$ cat src/core/fesc_pkg.sv
// constants and types shared by the flash command host controller
package fesc_pkg;
   // bus widths of the flash pins
   localparam int ADDR_W = 21;
   localparam int DATA_W = 16;
   // unlock and command words, low byte only is significant
   localparam logic [11:0] UNLOCK_ADDR1 = 12'h555;
   localparam logic [11:0] UNLOCK_ADDR2 = 12'h2aa;
   localparam logic [15:0] UNLOCK_DATA1 = 16'h00aa;
   localparam logic [15:0] UNLOCK_DATA2 = 16'h0055;
   localparam logic [15:0] CMD_ERASE_SETUP = 16'h0080;
   localparam logic [15:0] CMD_SECTOR_ERASE = 16'h0030;
   localparam logic [15:0] CMD_RESUME = 16'h0030;
   localparam logic [15:0] CMD_SUSPEND = 16'h00b0;
   localparam logic [15:0] CMD_PROGRAM = 16'h00a0;
   localparam logic [15:0] CMD_AUTOSELECT = 16'h0090;
   localparam logic [15:0] CMD_RESET = 16'h00f0;
   // lowest address bit that selects a sector
   localparam int SECTOR_LSB = 16;
   // status bit positions on the data pins
   localparam int POLL_BIT = 7;
   localparam int TOGGLE_MAIN_BIT = 6;
   localparam int TOGGLE_ERASE_BIT = 2;
   // bus cycle timing at 40 MHz (25 ns)
   localparam int CLK_NS = 25;
   localparam int WE_LOW_NS = 50;
   localparam int WE_LOW_CYC = (WE_LOW_NS + CLK_NS - 1) / CLK_NS;
   localparam int READ_NS = 75;
   localparam int READ_CYC = (READ_NS + CLK_NS - 1) / CLK_NS;
   localparam int GAP_NS = 25;
   localparam int GAP_CYC = (GAP_NS + CLK_NS - 1) / CLK_NS;
   // suspend latency the device guarantees
   localparam int ERS_SUSP_US = 20;
   localparam int ERS_SUSP_CYC = ERS_SUSP_US * 1000 / CLK_NS;
   localparam int PGM_SUSP_US = 15;
   localparam int PGM_SUSP_CYC = PGM_SUSP_US * 1000 / CLK_NS;
   localparam int CNT_W = 10;
   // host operations requested by the user side
   typedef enum logic [2:0] {
      OP_SECTOR_ERASE = 3'h0,
      OP_SUSPEND = 3'h1,
      OP_RESUME = 3'h2,
      OP_PROGRAM = 3'h3,
      OP_AUTOSELECT = 3'h4,
      OP_RESET = 3'h5,
      OP_READ = 3'h6
   } fesc_op_t;
   // bus cycle engine states
   typedef enum logic [4:0] {
      CY_IDLE = 5'b00001,
      CY_SETUP = 5'b00010,
      CY_STROBE = 5'b00100,
      CY_HOLD = 5'b01000,
      CY_GAP = 5'b10000
   } fesc_cyc_t;
   // whole-sequence states
   typedef enum logic [3:0] {
      SQ_IDLE = 4'b0001,
      SQ_ISSUE = 4'b0010,
      SQ_WAIT = 4'b0100,
      SQ_DONE = 4'b1000
   } fesc_seq_t;
endpackage

$ cat src/core/fesc_host.sv
`timescale 1ns/1ps
`default_nettype none
// host controller that drives the flash through its bus pins
module fesc_host (
   input wire logic REF_CLK,
   input wire logic SRST,
   input wire logic REQ_VALID,
   input wire fesc_pkg::fesc_op_t REQ_OP,
   input wire logic [20:0] REQ_ADDR,
   input wire logic [15:0] REQ_DATA,
   output logic REQ_READY,
   output logic DONE,
   output logic [15:0] RD_DATA,
   output logic ERASE_BUSY,
   output logic ERASE_SUSPENDED,
   output logic PGM_BUSY,
   output logic PGM_SUSPENDED,
   output logic FLASH_CE_N,
   output logic FLASH_WE_N,
   output logic FLASH_OE_N,
   output logic [20:0] FLASH_ADDR,
   output logic [15:0] FLASH_DQ_O,
   output logic FLASH_DQ_OE,
   input wire logic [15:0] FLASH_DQ_I,
   input wire logic FLASH_READY_BUSY_N_OUTPUT_N
);
   import fesc_pkg::*;

   fesc_seq_t seq_q;
   fesc_cyc_t cyc_q;
   fesc_op_t op_q;
   logic [20:0] tgt_q;
   logic [15:0] word_q;
   logic [2:0] idx_q;
   logic [CNT_W-1:0] cnt_q;
   logic rom_wait_q;
   logic is_read_q;
   logic [20:0] rom_addr;
   logic [15:0] rom_data;
   logic [2:0] rom_len;
   logic [1:0] rb_sync_q;
   logic [15:0] dq_meta_q;
   logic [15:0] dq_sync_q;

   // true when the tracked state allows the requested operation
   function automatic logic op_allowed(input fesc_op_t op, input logic eb,
                                       input logic es, input logic pb,
                                       input logic ps);
      case (op)
         OP_SECTOR_ERASE: op_allowed = !eb && !es && !pb && !ps;
         OP_SUSPEND: op_allowed = (eb && !es) || (pb && !ps);
         OP_RESUME: op_allowed = es || ps;
         OP_PROGRAM: op_allowed = !pb && !ps && !(eb && !es);
         default: op_allowed = !(eb && !es) && !(pb && !ps);
      endcase
   endfunction

   fesc_seq_rom u_rom (
      .clk(REF_CLK),
      .op(op_q),
      .idx(idx_q),
      .target(tgt_q),
      .word(word_q),
      .addr_q(rom_addr),
      .data_q(rom_data),
      .len_q(rom_len)
   );

   // ===============================================
   // pin synchronisers; the first stage feeds only the second
   always_ff @(posedge REF_CLK) begin
      rb_sync_q <= {rb_sync_q[0], FLASH_READY_BUSY_N_OUTPUT_N};
      dq_meta_q <= FLASH_DQ_I;
      dq_sync_q <= dq_meta_q;
   end

   // ===============================================
   // sequence control: accept request, issue cycles, finish
   always_ff @(posedge REF_CLK) begin
      if (SRST) begin
         seq_q <= SQ_IDLE;
         op_q <= OP_READ;
         tgt_q <= 21'h0;
         word_q <= 16'h0;
         idx_q <= 3'h0;
         rom_wait_q <= 1'b0;
         REQ_READY <= 1'b0;
         DONE <= 1'b0;
      end else begin
         DONE <= 1'b0;
         case (seq_q)
            SQ_IDLE: begin
               REQ_READY <= 1'b1;
               if (REQ_VALID && REQ_READY) begin
                  REQ_READY <= 1'b0;
                  // forbidden requests finish at once with no bus cycle
                  if (op_allowed(REQ_OP, ERASE_BUSY, ERASE_SUSPENDED,
                                 PGM_BUSY, PGM_SUSPENDED)) begin
                     op_q <= REQ_OP;
                     tgt_q <= REQ_ADDR;
                     word_q <= REQ_DATA;
                     idx_q <= 3'h0;
                     rom_wait_q <= 1'b1;
                     seq_q <= SQ_ISSUE;
                  end else begin
                     seq_q <= SQ_DONE;
                     // drop the old op so done replays no stale mode change
                     op_q <= OP_READ;
                  end
               end
            end
            SQ_ISSUE: begin
               rom_wait_q <= 1'b0;
               // one clock lets the registered table settle
               if (!rom_wait_q && cyc_q == CY_IDLE) begin
                  seq_q <= SQ_WAIT;
               end
            end
            SQ_WAIT: begin
               if (cyc_q == CY_GAP && cnt_q == CNT_W'(0)) begin
                  if (!is_read_q && idx_q + 3'h1 < rom_len) begin
                     idx_q <= idx_q + 3'h1;
                     rom_wait_q <= 1'b1;
                     seq_q <= SQ_ISSUE;
                  end else begin
                     seq_q <= SQ_DONE;
                  end
               end
            end
            SQ_DONE: begin
               DONE <= 1'b1;
               seq_q <= SQ_IDLE;
            end
            default: seq_q <= SQ_IDLE;
         endcase
      end
   end

   // ===============================================
   // bus cycle engine; ce and we fall together so address is stable
   // before the later falling edge and data holds past the rising one
   always_ff @(posedge REF_CLK) begin
      if (SRST) begin
         cyc_q <= CY_IDLE;
         cnt_q <= CNT_W'(0);
         is_read_q <= 1'b0;
         FLASH_CE_N <= 1'b1;
         FLASH_WE_N <= 1'b1;
         FLASH_OE_N <= 1'b1;
         FLASH_ADDR <= 21'h0;
         FLASH_DQ_O <= 16'h0;
         FLASH_DQ_OE <= 1'b0;
         RD_DATA <= 16'h0;
      end else begin
         case (cyc_q)
            CY_IDLE: begin
               if (seq_q == SQ_ISSUE && !rom_wait_q) begin
                  is_read_q <= (rom_len == 3'h0);
                  FLASH_ADDR <= rom_addr;
                  FLASH_DQ_O <= rom_data;
                  FLASH_DQ_OE <= (rom_len != 3'h0);
                  cyc_q <= CY_SETUP;
               end
            end
            CY_SETUP: begin
               FLASH_CE_N <= 1'b0;
               FLASH_WE_N <= is_read_q;
               FLASH_OE_N <= !is_read_q;
               cnt_q <= is_read_q ? CNT_W'(READ_CYC) : CNT_W'(WE_LOW_CYC);
               cyc_q <= CY_STROBE;
            end
            CY_STROBE: begin
               if (cnt_q == CNT_W'(1)) begin
                  // data stays driven one clock past the rising edge
                  FLASH_CE_N <= 1'b1;
                  FLASH_WE_N <= 1'b1;
                  FLASH_OE_N <= 1'b1;
                  cyc_q <= CY_HOLD;
               end
               cnt_q <= cnt_q - CNT_W'(1);
            end
            CY_HOLD: begin
               // read data sampled through the synchroniser, two clocks late
               if (is_read_q) begin
                  RD_DATA <= dq_sync_q;
               end
               FLASH_DQ_OE <= 1'b0;
               cnt_q <= CNT_W'(GAP_CYC - 1);
               cyc_q <= CY_GAP;
            end
            CY_GAP: begin
               if (cnt_q == CNT_W'(0)) begin
                  cyc_q <= CY_IDLE;
               end else begin
                  cnt_q <= cnt_q - CNT_W'(1);
               end
            end
            default: cyc_q <= CY_IDLE;
         endcase
      end
   end

   // ===============================================
   // tracked device mode; busy ends when ready/busy rises again
   always_ff @(posedge REF_CLK) begin
      if (SRST) begin
         ERASE_BUSY <= 1'b0;
         ERASE_SUSPENDED <= 1'b0;
         PGM_BUSY <= 1'b0;
         PGM_SUSPENDED <= 1'b0;
      end else begin
         if (seq_q == SQ_DONE && op_allowed(op_q, ERASE_BUSY,
             ERASE_SUSPENDED, PGM_BUSY, PGM_SUSPENDED) && !DONE) begin
            case (op_q)
               OP_SECTOR_ERASE: ERASE_BUSY <= 1'b1;
               OP_PROGRAM: PGM_BUSY <= 1'b1;
               OP_SUSPEND: begin
                  // program suspend nests inside erase suspend
                  if (PGM_BUSY && !PGM_SUSPENDED) begin
                     PGM_SUSPENDED <= 1'b1;
                  end else begin
                     ERASE_SUSPENDED <= 1'b1;
                  end
               end
               OP_RESUME: begin
                  if (PGM_SUSPENDED) begin
                     PGM_SUSPENDED <= 1'b0;
                  end else begin
                     ERASE_SUSPENDED <= 1'b0;
                  end
               end
               default: ;
            endcase
         end else if (rb_sync_q[1] && seq_q == SQ_IDLE) begin
            // a ready pin means the running operation finished
            if (PGM_BUSY && !PGM_SUSPENDED) begin
               PGM_BUSY <= 1'b0;
            end else if (ERASE_BUSY && !ERASE_SUSPENDED && !PGM_BUSY) begin
               ERASE_BUSY <= 1'b0;
            end
         end
      end
   end
endmodule
`default_nettype wire

$ cat src/core/fesc_seq_rom.sv
`timescale 1ns/1ps
`default_nettype none
// registered table of write cycles for each host operation
module fesc_seq_rom (
   input wire logic clk,
   input wire fesc_pkg::fesc_op_t op,
   input wire logic [2:0] idx,
   input wire logic [20:0] target,
   input wire logic [15:0] word,
   output logic [20:0] addr_q,
   output logic [15:0] data_q,
   output logic [2:0] len_q
);
   import fesc_pkg::*;

   // bank/sector bits ride along on every command cycle so banked parts
   // see the right bank; the device ignores them where not needed
   function automatic logic [20:0] cmd_addr(input logic [20:0] t,
                                           input logic [11:0] lo);
      cmd_addr = {t[20:12], lo};
   endfunction

   // ===============================================
   // table lookup, registered
   always_ff @(posedge clk) begin
      addr_q <= cmd_addr(target, UNLOCK_ADDR1);
      data_q <= UNLOCK_DATA1;
      len_q <= 3'h1;
      case (op)
         OP_SECTOR_ERASE: begin
            len_q <= 3'h6;
            case (idx)
               3'h1, 3'h4: begin
                  addr_q <= cmd_addr(target, UNLOCK_ADDR2);
                  data_q <= UNLOCK_DATA2;
               end
               3'h2: data_q <= CMD_ERASE_SETUP;
               3'h5: begin
                  addr_q <= target;
                  data_q <= CMD_SECTOR_ERASE;
               end
               default: data_q <= UNLOCK_DATA1;
            endcase
         end
         OP_PROGRAM, OP_AUTOSELECT: begin
            len_q <= (op == OP_PROGRAM) ? 3'h4 : 3'h3;
            case (idx)
               3'h1: begin
                  addr_q <= cmd_addr(target, UNLOCK_ADDR2);
                  data_q <= UNLOCK_DATA2;
               end
               3'h2: data_q <= (op == OP_PROGRAM) ? CMD_PROGRAM
                                                  : CMD_AUTOSELECT;
               3'h3: begin
                  addr_q <= target;
                  data_q <= word;
               end
               default: data_q <= UNLOCK_DATA1;
            endcase
         end
         OP_SUSPEND: begin
            addr_q <= target;
            data_q <= CMD_SUSPEND;
         end
         OP_RESUME: begin
            addr_q <= target;
            data_q <= CMD_RESUME;
         end
         OP_RESET: data_q <= CMD_RESET;
         default: begin
            addr_q <= target;
            len_q <= 3'h0;
         end
      endcase
   end
endmodule
`default_nettype wire

$ cat config.mk
export PLATFORM = sky130hd
export DESIGN_NAME = fesc_host
export DESIGN_NICKNAME = d
export VERILOG_FILES = /design/src/core/fesc_pkg.sv /design/src/core/fesc_host.sv /design/src/core/fesc_seq_rom.sv
export SDC_FILE = /design/constraint.sdc
export NUM_CORES = 1
export LEC_CHECK = 0
export BUFFER_PORTS_ARGS = -buffer_cell sky130_fd_sc_hd__buf_2
export CAP_MARGIN = 0
export CORE_MARGIN = 1
export CORE_UTILIZATION = 60
export CTS_CLUSTER_SIZE = 30
export DETAILED_ROUTE_END_ITERATION = 16
export GPL_ROUTABILITY_DRIVEN = 0
export PLACE_DENSITY = 0.84
export SLEW_MARGIN = 10
export SYNTH_ARGS = -nofsm -noshare
export SYNTH_HDL_FRONTEND = slang
export SYNTH_HIERARCHICAL = 1
export SYNTH_SLANG_ARGS = --single-unit
$ cat constraint.sdc
create_clock -name REF_CLK -period 5.5 [get_ports REF_CLK]
set_input_delay 0.275 -clock REF_CLK [delete_from_list [all_inputs] [get_ports REF_CLK]]
set_output_delay 0.275 -clock REF_CLK [all_outputs]
set_load 0.01 [all_outputs]
Word level (Yosys, flattened, before mapping) --
Index checks and enable logic that the tools add are counted. W data, S select, Z words.
Operators by class: reduce and logical (&&, ||, !) cells 60, eq/ne operators 38, add/subtract/negate cells 2, order comparisons 1, muxes and demuxes 61
Operators by type and width (count):
- $pmux W16 S5 | 1
- $pmux W12 S2 | 2
- $pmux W16 S3 | 1
- $pmux W10 S4 | 1
- $pmux W12 S3 | 1
- $mux W1 | 25
- $pmux W5 S5 | 1
- $pmux W8 S3 | 1
- $mux W4 | 5
- $ne A2 B2 Y1 const B | 10
- $eq A3 B2 Y1 const B | 6
- $mux W3 | 6
- $logic_and A1 B1 Y1 | 17
- $mux W5 | 3
- $reduce_and A3 Y1 | 5
- $reduce_bool A2 Y1 | 7
- $eq A3 B3 Y1 const B | 4
- $pmux W1 S2 | 6
- $pmux W4 S3 | 1
- $reduce_and A2 Y1 | 6
- $eq A10 B1 Y1 const B | 1
- $logic_not A10 Y1 | 1
- $mux W10 | 1
- $ne A2 B1 Y1 const B | 5
- 27 further kinds | 45
Word-level totals: flip-flop bits (word level) 201, input port bits 60, output and inout bits 63

Depth between registers and ports, before layout --
Gate-level depths: netlist (run 1).
depth after elaboration 11, gate-level depth with buffers 9

By module --
Netlist (run 1), hierarchy kept.
Modules (own cells, without submodules):
- fesc_host | seq. area each 3223.1 um2, times used 1, cells each 669, area each 5856.9 um2
- fesc_seq_rom | seq. area each 800.8 um2, times used 1, cells each 159, area each 1566.5 um2

Worst setup path after synthesis (run 1) --
Ideal clock, no wire load.
kind register -> register, from register seq_q[1], to register tgt_q[10], stages on the path, launching flop included 9, data required time 5364 ps, library setup time 136 ps, period minus slack after synthesis 2077 ps, setup slack 3423 ps, arrival 1941 ps, cells stage by stage dfxtp_1 -> nor4b_4 -> nand3_4 -> or3_4 -> o22a_1 -> buf_2 -> buf_6 -> nand2_1 -> a21oi_2
Between the ends: longest elaborated chain between the ends 2
RTL lines:
- start, declared | line fesc_host.sv:29 | fesc_seq_t seq_q;
- start signal, assigned | line fesc_host.sv:81 | seq_q <= SQ_IDLE;
- start signal, assigned | line fesc_host.sv:104 | seq_q <= SQ_ISSUE;
- start signal, assigned | line fesc_host.sv:106 | seq_q <= SQ_DONE;
- $eq A4 B1 Y1 | line fesc_host.sv:91 | case (seq_q)
- $reduce_and A3 Y1 (no source line)
- end signal, assigned | line fesc_host.sv:83 | tgt_q <= 21'h0;
- end signal, assigned | line fesc_host.sv:100 | tgt_q <= REQ_ADDR;
- end, declared | line fesc_host.sv:32 | logic [20:0] tgt_q;
No other way between the ends. A chain may end at the register's enable or synchronous reset.

Final worst setup path (run 1) --
from register seq_q[1], to register tgt_q[7]
The elaborated chain is that of the path after synthesis.

==> out/results.tsv, run 1 <==
metric	value	unit
vias in the first global route	5756	
share of cells above drive strength 1	19.9	%
full die area	0.0128	mm²
final core occ	74.0	%
metal3 WL	832	µm
Synth Area per Inst	8.97	µm²
commonest non-fill, non-tap cell in the layout	dfxtp_1	
final setup fails	0	
CP max stage delay	730	ps
wl on met1	7260	µm
Peak VDD IR	0.225	mV
dpl cell area	0.00803	mm²
crit-path max FO	37	
GRT Util Overall	25.6	%
DRT iter0 DRCs	433	
synth unique cells	75	
FFs w/ async S/R, synth	0	%
worst slew pin tran	1190	ps
run status	finished, final reports clean	
largest net degree at the start of global routing	109	
PD cells	341	mW/mm²
share of power burned in registers	50.2	%
post-synthesis mux area share	0.135	%
Clk network pwr share	45.4	%
Routed wire per std cell	14.9	µm
initial antenna violation count	0	
Pleak	3.58	nW
worst-skew pair later-pin latency	490	ps
Area growth, synth to finish	19.7	%
maxcap violations	0	
cell taking the most area after synthesis	dfxtp_1	
num ports	123	
period utilization	48.5	%
fillcell total	885	
adder and majority gate portion of the synthesized area	1.01	%
port buffer count	122	
Post-Synth Simple-Gate Area	22.2	%
Worst Hold Class	in2reg	
Syn. warnings	6	
Die X-Extent	113	µm
crit-path cells	nor4b_4 > nand3_4 > or3_4 > o22ai_4 > nand2_1 > a21oi_2	
Final TNS setup	0	ps
CP max-delay cell	o22ai_4	
Setup crit start kind	register	
combinational power share	4.4	%
Syn Std Cell Area	0.00742	mm²
Core ar.	0.0120	mm²
synthesized instance count	828	
routed wire length	16500	µm
CTS H-tree lvls	1	
TritonCTS clock tree	built	
routed wl met2	8040	µm
placement row count	40	
xor-xnor portion of the synthesized cell area	1.53	%
final setup skew	5.82	ps
Synth Net Count	894	
Crit Path Class	reg2reg	
Routed Antenna Nets	0	
number of enable flip-flop cells after synthesis	0	
Compound-Gate Fraction of Synth Area	17.0	%
Post-CTS Resized	0	
Switching Fraction	21.9	%
Synth top area share	54.2	%
vias per cell	5.52	
number of synthesized register bits	201	
RSZ-0062 raised after global routing	false	
HPWL Detailed	10200	µm
min Tclk post-route	2670	ps
die span in y	113	µm
Worst EP required	5910	ps
Clock Tree Buf Depth	3	
Setup crit end kind	register	
CTS sink cnt	201	
Synth Flop Type	dfxtp_1	
CTS buffer count	20	
final hold violation count	0	
Internal	0.00237	W
fmax	375	MHz
total power	0.00303	W
Residual DRC	0	
Rel. slew slack	20.9	%
via count	6120	
clk slew on worst S/H paths	60	ps
GRT Residual Overflow	0	
CTS root buffer	clkbuf_16	
nets	1014	
sequential-to-total area share from yosys stat	54.2	%
Switch Pwr	0.000665	W
post-route cell area	0.00889	mm²
first-pass GRT wire length	26800	µm
highest-count cells in the layout ignoring fill and taps	dfxtp_1 (201), nand2_1 (199), buf_2 (121)	
initial core utilization	61.8	%
Initial DRT Pass Iterations	5	
Max Used Layer	met4	
Pins Over Slew Limit	0	
ANT cells	0	
synth top area cells	dfxtp_1 (54%), nand2_1 (10%), a21oi_1 (7.6%), nor2_1 (1.6%), clkbuf_1 (1.6%)	
largest family of logic cells by synthesized area	simple AND/OR/NAND/NOR gates	
CP Data Arrival Time	3070	ps
logic make-up (layout without fill, tap and decap cells):
logic type | Yosys count | count (layout)
AO/OA/AOI/OAI | 201 | 201
XOR/XNOR | 13 | 13
adder cells (fa/ha/maj) | 6 | 6
buffers and inverters | 63 | 197
flip-flops | 201 | 201
multiplexers | 1 | 1
AND/OR/NAND/NOR | 343 | 343
path summary, 6_finish.rpt:
check          startpoint      endpoint  slack, ps  depth (start not counted)
min reg2reg  dq_meta_q[0]  dq_sync_q[0]        330                          0
max reg2reg      seq_q[1]      tgt_q[7]       2830                          6
min           REQ_DATA[9]     word_q[9]         30                          3
max              seq_q[1]      tgt_q[7]       2830                          6
per-stage QoR:
step	hold WS [ps]	cells	worst slack, ps
final	30.1	1109	2830
after global routing	27.4	1109	2610
after CTS	24.1	1109	2800
after detailed placement	312	1055	2840
after global placement	310	1055	2900
after floorplan	303	828	3420
per-layer routing:
metal	global-route usage [%]	vias up
met1	32.1	2841
met3	3.48	33
met2	46.0	190
met5	0	-
li1	-	3056
met4	7.11	0
repair_timing:
item                                   4_1_cts  5_1_grt
hold buffers                                18        0
endpoints found under the hold margin       19        0
setup buffers                                0        0
sequential cells by signal (all words and copies together), names as in the netlist, 3 cells and up:
name and flops:
dq_sync_q 16, cyc_q 5, RD_DATA 16, tgt_q 21, u_rom/addr_q 21, op_q 3, FLASH_DQ_O 16, word_q 16
dq_meta_q 16, FLASH_ADDR 21, idx_q 3, u_rom/len_q 3, cnt_q 10, u_rom/data_q 16, seq_q 4
worst max-delay path, delay by kind of cell (launching register included):
kind / cells / cell delay (ps)
DFF: 1 / 380
and+or+nand+nor: 4 / 1280
AOI/OAI and AO/OA: 2 / 900
power by group through the flow:
stage | Sequential [W] | Combinational (W) | Clock (W)
after floorplan | 0.00155 | 0.0000887 | 0
after global placement | 0.00155 | 0.000121 | 0
after detailed placement | 0.00155 | 0.000123 | 0
after CTS | 0.00152 | 0.000135 | 0.00139
after global routing | 0.00153 | 0.000148 | 0.00145
final | 0.00152 | 0.000135 | 0.00138
synthesized netlist by cell type (all sizes together), types with 2 or more instances:
master / n
nand3: 12
or4: 2
nor2b: 8
a21o: 11
clkbuf: 31
nor4b: 6
a21boi: 2
inv: 18
and2: 12
o22ai: 2
nand3b: 2
a211oi: 2
nor3b: 3
dfxtp: 201
ha: 6
o21bai: 3
a311oi: 3
nand2b: 14
o21ai: 21
o221ai: 2
a21oi: 120
and3: 7
or4b: 2
nor3: 14
and2b: 4
nor4: 8
o31ai: 2
a31oi: 5
nand4b: 2
o211ai: 7
buf: 14
nand2: 199
o32a: 3
o21a: 3
nor2: 33
or3: 4
or2: 5
xnor2: 12
o31a: 2
final cells by class:
cell class / count / area (µm²) / area share (%)
flip-flops and latches: 201 / 4020 / 45.3
well taps: 147 / 184 / 2.07
repair buffers: 143 / 816 / 9.18
clock buffers: 24 / 546 / 6.14
multi-input cells: 564 / 3110 / 35.0
clock inverters: 12 / 136 / 1.53
inverters: 18 / 67.6 / 0.760
Note: power is estimated with default switching activity, not from simulation.
==> run 2, diff against run 1 <==
CORE_UTILIZATION = 56   (was 60)
PLACE_DENSITY = 0.79   (was 0.84)
clock period = 2.7 ns   (was 5.5 ns; I/O delays follow)
==> out/results.tsv, run 2 (same netlist as run 1, synthesis figures left out) <==
metric	value	unit
Internal	0.00511	W
Area growth, synth to finish	26.8	%
worst slew pin tran	913	ps
Regs by FF count	FLASH_ADDR: 21 flops, tgt_q: 21 flops, u_rom/addr_q: 21 flops	
Post-CTS Setup Inserts	0	
Hold-fix buffers, CTS	55	
Peak VDD IR	0.494	mV
CTS H-tree lvls	1	
port buffer count	122	
r2r startpoint	seq_q[1]	
Switching Fraction	20.9	%
num ports	123	
highest-count cells in the layout ignoring fill and taps	dfxtp_1 (201), nand2_1 (199), buf_2 (121)	
Setup crit start kind	register	
commonest non-fill, non-tap cell in the layout	dfxtp_1	
initial core utilization	58.1	%
DRT iter0 DRCs	477	
Pins Over Slew Limit	0	
clk slew on worst S/H paths	60	ps
via count	6245	
share of cells above drive strength 1	19.7	%
min Tclk post-route	2360	ps
Initial DRT Pass Iterations	5	
GRT Residual Overflow	0	
vias in the first global route	5772	
routed wire length	16900	µm
final setup fails	0	
Setup crit end kind	register	
Post-CTS Resized	0	
period utilization	87.4	%
Switch Pwr	0.00135	W
CTS root buffer	clkbuf_16	
PD cells	686	mW/mm²
CTS sink cnt	201	
Final TNS setup	0	ps
Worst Hold Class	in2reg	
nets	1059	
Die X-Extent	117	µm
ANT cells	0	
Clk network pwr share	47.0	%
Rel. slew slack	39.1	%
Crit Path Class	reg2reg	
full die area	0.0137	mm²
Clock Tree Buf Depth	3	
maxcap violations	0	
share of power burned in registers	48.0	%
total power	0.00645	W
vias per cell	5.30	
crit-path max FO	37	
final setup skew	9.54	ps
GRT Util Overall	24.9	%
TritonCTS clock tree	built	
final hold violation count	0	
Worst EP required	3100	ps
CTS buffer count	20	
die span in y	117	µm
fmax	424	MHz
combinational power share	5.0	%
largest net degree at the start of global routing	70	
initial antenna violation count	0	
first-pass GRT wire length	27200	µm
Residual DRC	0	
worst-skew pair later-pin latency	480	ps
hold_sp	REQ_OP[2]	
Worst Setup SP	seq_q[1]	
run status	finished, final reports clean	
HPWL Detailed	10200	µm
Core ar.	0.0128	mm²
RSZ-0062 raised after global routing	false	
Routed Antenna Nets	0	
placement row count	41	
Pleak	3.81	nW
CP Data Arrival Time	2760	ps
Routed wire per std cell	14.3	µm
final core occ	73.7	%
## run 2: changes by cell type in the layout (fill, tap and decap cells not counted), sizes merged
cell         delta
clkinv          -3
clkbuf          +2
dlygate4sd3    +37
bufinv          +2
inv             +1
clkinvlp        -2
buf             +8
## run 2: power by group through the flow
stage	registers, W	clock network, W	logic [W]
4_1_cts	0.00310	0.00307	0.000322
5_1_grt	0.00311	0.00319	0.000359
3_5_place_dp	0.00316	0	0.000258
2_1_floorplan	0.00315	0	0.000181
6_report	0.00310	0.00303	0.000325
3_3_place_gp	0.00316	0	0.000254
## run 2: cell type report
type,instances,area [µm²]
clock buffers,26,574
flip-flops and latches,201,4020
multi-input cells,564,3110
repair buffers,188,1260
clock inverters,10,163
fillers,936,3360
inverters,18,67.6
well taps,172,215
## run 2: critical path: stages (launching register included)
cell	delay, ps
dfxtp_1	380
nor4b_4	500
nand3_4	180
or3_4	420
o22ai_4	90
buf_4	400
nand2_1	120
a21oi_1	180
## run 2: through the flow
step / setup WS [ps] / instances / hold slack, ps / area (µm²)
2_1_floorplan: 623 / 828 / 163 / 7420
3_5_place_dp: 391 / 1088 / 239 / 8120
3_3_place_gp: 460 / 1088 / 238 / 8120
5_1_grt: 158 / 1179 / 40.5 / 9410
4_1_cts: 369 / 1179 / 10.7 / 9410
6_report: 339 / 1179 / 21.3 / 9410
## run 2: layer usage
metal	vias up	track usage (%)	routed length, µm
met3	26	4.07	959
met2	151	43.6	8070
li1	3147	-	-
met5	-	0	0
met1	2921	32.1	7590
met4	0	6.41	301
## run 2: worst paths after layout
check                        to  slack (ps)  depth (start not counted)
setup / recovery       tgt_q[4]         340                          7
hold / removal          op_q[2]          20                          3
setup reg to reg       tgt_q[4]         340                          7
hold reg to reg   dq_sync_q[12]         330                          0
==> run 3, diff against run 2 <==
CTS_CLUSTER_DIAMETER = 60   (was default)
SYNTH_HIERARCHICAL = default   (was 1)
==> out/results.tsv, run 3 <==
metric	value	unit
Setup crit end kind	register	
Area growth, synth to finish	24.4	%
metal3 WL	777	µm
CTS root buffer	clkbuf_16	
CP max stage delay	350	ps
Worst Setup SP	idx_q[0]	
CTS buffer count	14	
Peak VDD IR	0.447	mV
via count	6238	
CTS sink cnt	201	
Post-CTS Resized	0	
Worst EP required	3100	ps
highest-count cells in the layout ignoring fill and taps	dfxtp_1 (201), nand2_1 (183), buf_2 (122)	
placement row count	41	
total power	0.00622	W
synth unique cells	64	
most numerous cell in the Yosys netlist	dfxtp_1	
Crit Path Class	reg2reg	
routed wire length	16700	µm
Worst Reg-to-Reg Cells	9	
number of enable flip-flop cells after synthesis	0	
Internal	0.00460	W
maxcap violations	0	
GRT Residual Overflow	0	
fmax	432	MHz
Routed Antenna Nets	0	
run status	finished, final reports clean	
Post-CTS Setup Inserts	0	
CP Data Arrival Time	2710	ps
crit-path cells	ha_1 > ha_1 > inv_1 > ha_1 > a211o_1 > a31o_2 > nor4_1 > o21ai_0 > a21oi_1	
Switching Fraction	26.1	%
final setup skew	20.6	ps
full die area	0.0138	mm²
Pleak	3.89	nW
reg2reg setup slack	390	ps
Clk network pwr share	34.9	%
Synth Area per Inst	9.13	µm²
share of cells above drive strength 1	17.6	%
first-pass GRT wire length	28000	µm
min Tclk post-route	2310	ps
Syn. warnings	0	
sequential-to-total area share from yosys stat	53.9	%
FFs w/ async S/R, synth	0	%
commonest non-fill, non-tap cell in the layout	dfxtp_1	
Die X-Extent	118	µm
ANT cells	0	
Synth Net Count	888	
final hold violation count	0	
Residual DRC	0	
port buffer count	122	
clk slew on worst S/H paths	90	ps
die span in y	118	µm
worst slew pin tran	1040	ps
vias per cell	5.37	
GRT Util Overall	24.5	%
final setup fails	0	
num ports	123	
Switch Pwr	0.00162	W
Regs by FF count	FLASH_ADDR: 21 flops, tgt_q: 21 flops, u_rom.addr_q: 21 flops	
TritonCTS clock tree	built	
Synth top area share	53.9	%
number of synthesized register bits	201	
synth top area cells	dfxtp_1 (54%), nand2_1 (9.2%), a21oi_1 (5.9%), mux2i_1 (5.1%), ha_1 (1.7%)	
synthesized instance count	818	
DRT iter0 DRCs	435	
share of power burned in registers	52.4	%
period utilization	85.7	%
vias in the first global route	5989	
Pins Over Slew Limit	0	
Worst Hold Class	in2reg	
post-route cell area	0.00929	mm²
CP max-delay cell	dfxtp_1	
Synth Flop Type	dfxtp_1	
wl on met1	7280	µm
Setup crit end	idx_q[2]	
combinational power share	12.7	%
Commonest cells post-synth	dfxtp_1 (201), nand2_1 (183), a21oi_1 (88)	
Final TNS setup	0	ps
largest net degree at the start of global routing	68	
initial antenna violation count	0	
crit-path max FO	5	
Routed wire per std cell	14.4	µm
Critical Path Most Common Cell	ha_1	
Max Used Layer	met4	
Syn Std Cell Area	0.00747	mm²
routed wl met2	8280	µm
HPWL Detailed	10600	µm
Clock Tree Buf Depth	3	
CTS H-tree lvls	1	
nets	1052	
Initial DRT Pass Iterations	5	
cell taking the most area after synthesis	dfxtp_1	
RSZ-0062 raised after global routing	false	
Rel. slew slack	30.1	%
Setup crit start kind	register	
Core ar.	0.0128	mm²
worst-skew pair later-pin latency	470	ps
initial core utilization	58.3	%
dpl cell area	0.00826	mm²
RR Endpoint	idx_q[2]	
r2r startpoint	idx_q[0]	
PD cells	670	mW/mm²
run 3: how the worst min path moves through the flow:
| stage | start | depth (start not counted) | slack (ps) | endpoint |
|---|---|---|---|---|
| 6_report | REQ_VALID | 3 | 80 | REQ_READY |
| 5_1_grt | REQ_VALID | 3 | 80 | REQ_READY |
| 4_1_cts | REQ_VALID | 3 | 60 | REQ_READY |
| 3_5_place_dp | FLASH_DQ_I[9] | 1 | 240 | dq_meta_q[9] |
| 3_3_place_gp | FLASH_DQ_I[2] | 1 | 240 | dq_meta_q[2] |
| 2_1_floorplan | FLASH_DQ_I[0] | 0 | 160 | dq_meta_q[0] |
run 3: routing by layer:
| metal | track usage (%) | up-vias |
|---|---|---|
| met4 | 7.45 | 0 |
| met2 | 44.8 | 188 |
| met1 | 29.6 | 2897 |
| met3 | 3.39 | 29 |
| li1 | - | 3124 |
| met5 | 0 | - |
run 3: what timing repair did:
action,4_1_cts,5_1_grt
hold buffers,56,0
setup endpoints to repair,0,0
endpoints found under the hold margin,56,0
run 3: critical path, delay by kind of cell (launching register included):
family | cells | cell delay [ps]
adder cells (fa/ha/maj) | 3 | 770
AO/OA/AOI/OAI | 4 | 820
flip-flops | 1 | 350
buffers and inverters | 1 | 40
AND/OR/NAND/NOR | 1 | 270
run 3: layout make-up:
type	count	area, µm²
fill	990	3530
clock buffer	16	379
inverter	19	71.3
tap	172	215
sequential	201	4020
multi-input combinational	553	3200
timing repair buffer	193	1310
clock inverter	7	95.1
run 3: logic make-up (layout without fill, tap and decap cells):
kind of cell | count (synthesis) | in the layout | synth area share, %
mux | 38 | 38 | 5.09
buf+inv | 64 | 235 | 3.67
flops | 201 | 201 | 53.9
fa+ha+maj | 10 | 10 | 1.67
compound gates | 178 | 178 | 14.7
xor+xnor | 9 | 9 | 1.06
simple gates | 318 | 318 | 20.0
run 3: power groups by stage:
stage	combinational (W)	clock, W	sequential, W
after floorplan	0.000531	0	0.00330
after global routing	0.000862	0.00235	0.00329
final	0.000788	0.00217	0.00326
after global placement	0.000708	0	0.00332
after CTS	0.000783	0.00222	0.00326
after detailed placement	0.000716	0	0.00333
run 3: through the flow:
step	worst slack (ps)	hold slack (ps)	util, %	cells
5_1_grt	176	84.2	72.5	1161
6_report	386	76.0	72.5	1161
3_3_place_gp	469	237	64.4	1082
3_5_place_dp	419	239	64.4	1082
4_1_cts	393	55.3	72.5	1161
2_1_floorplan	587	163	-	818
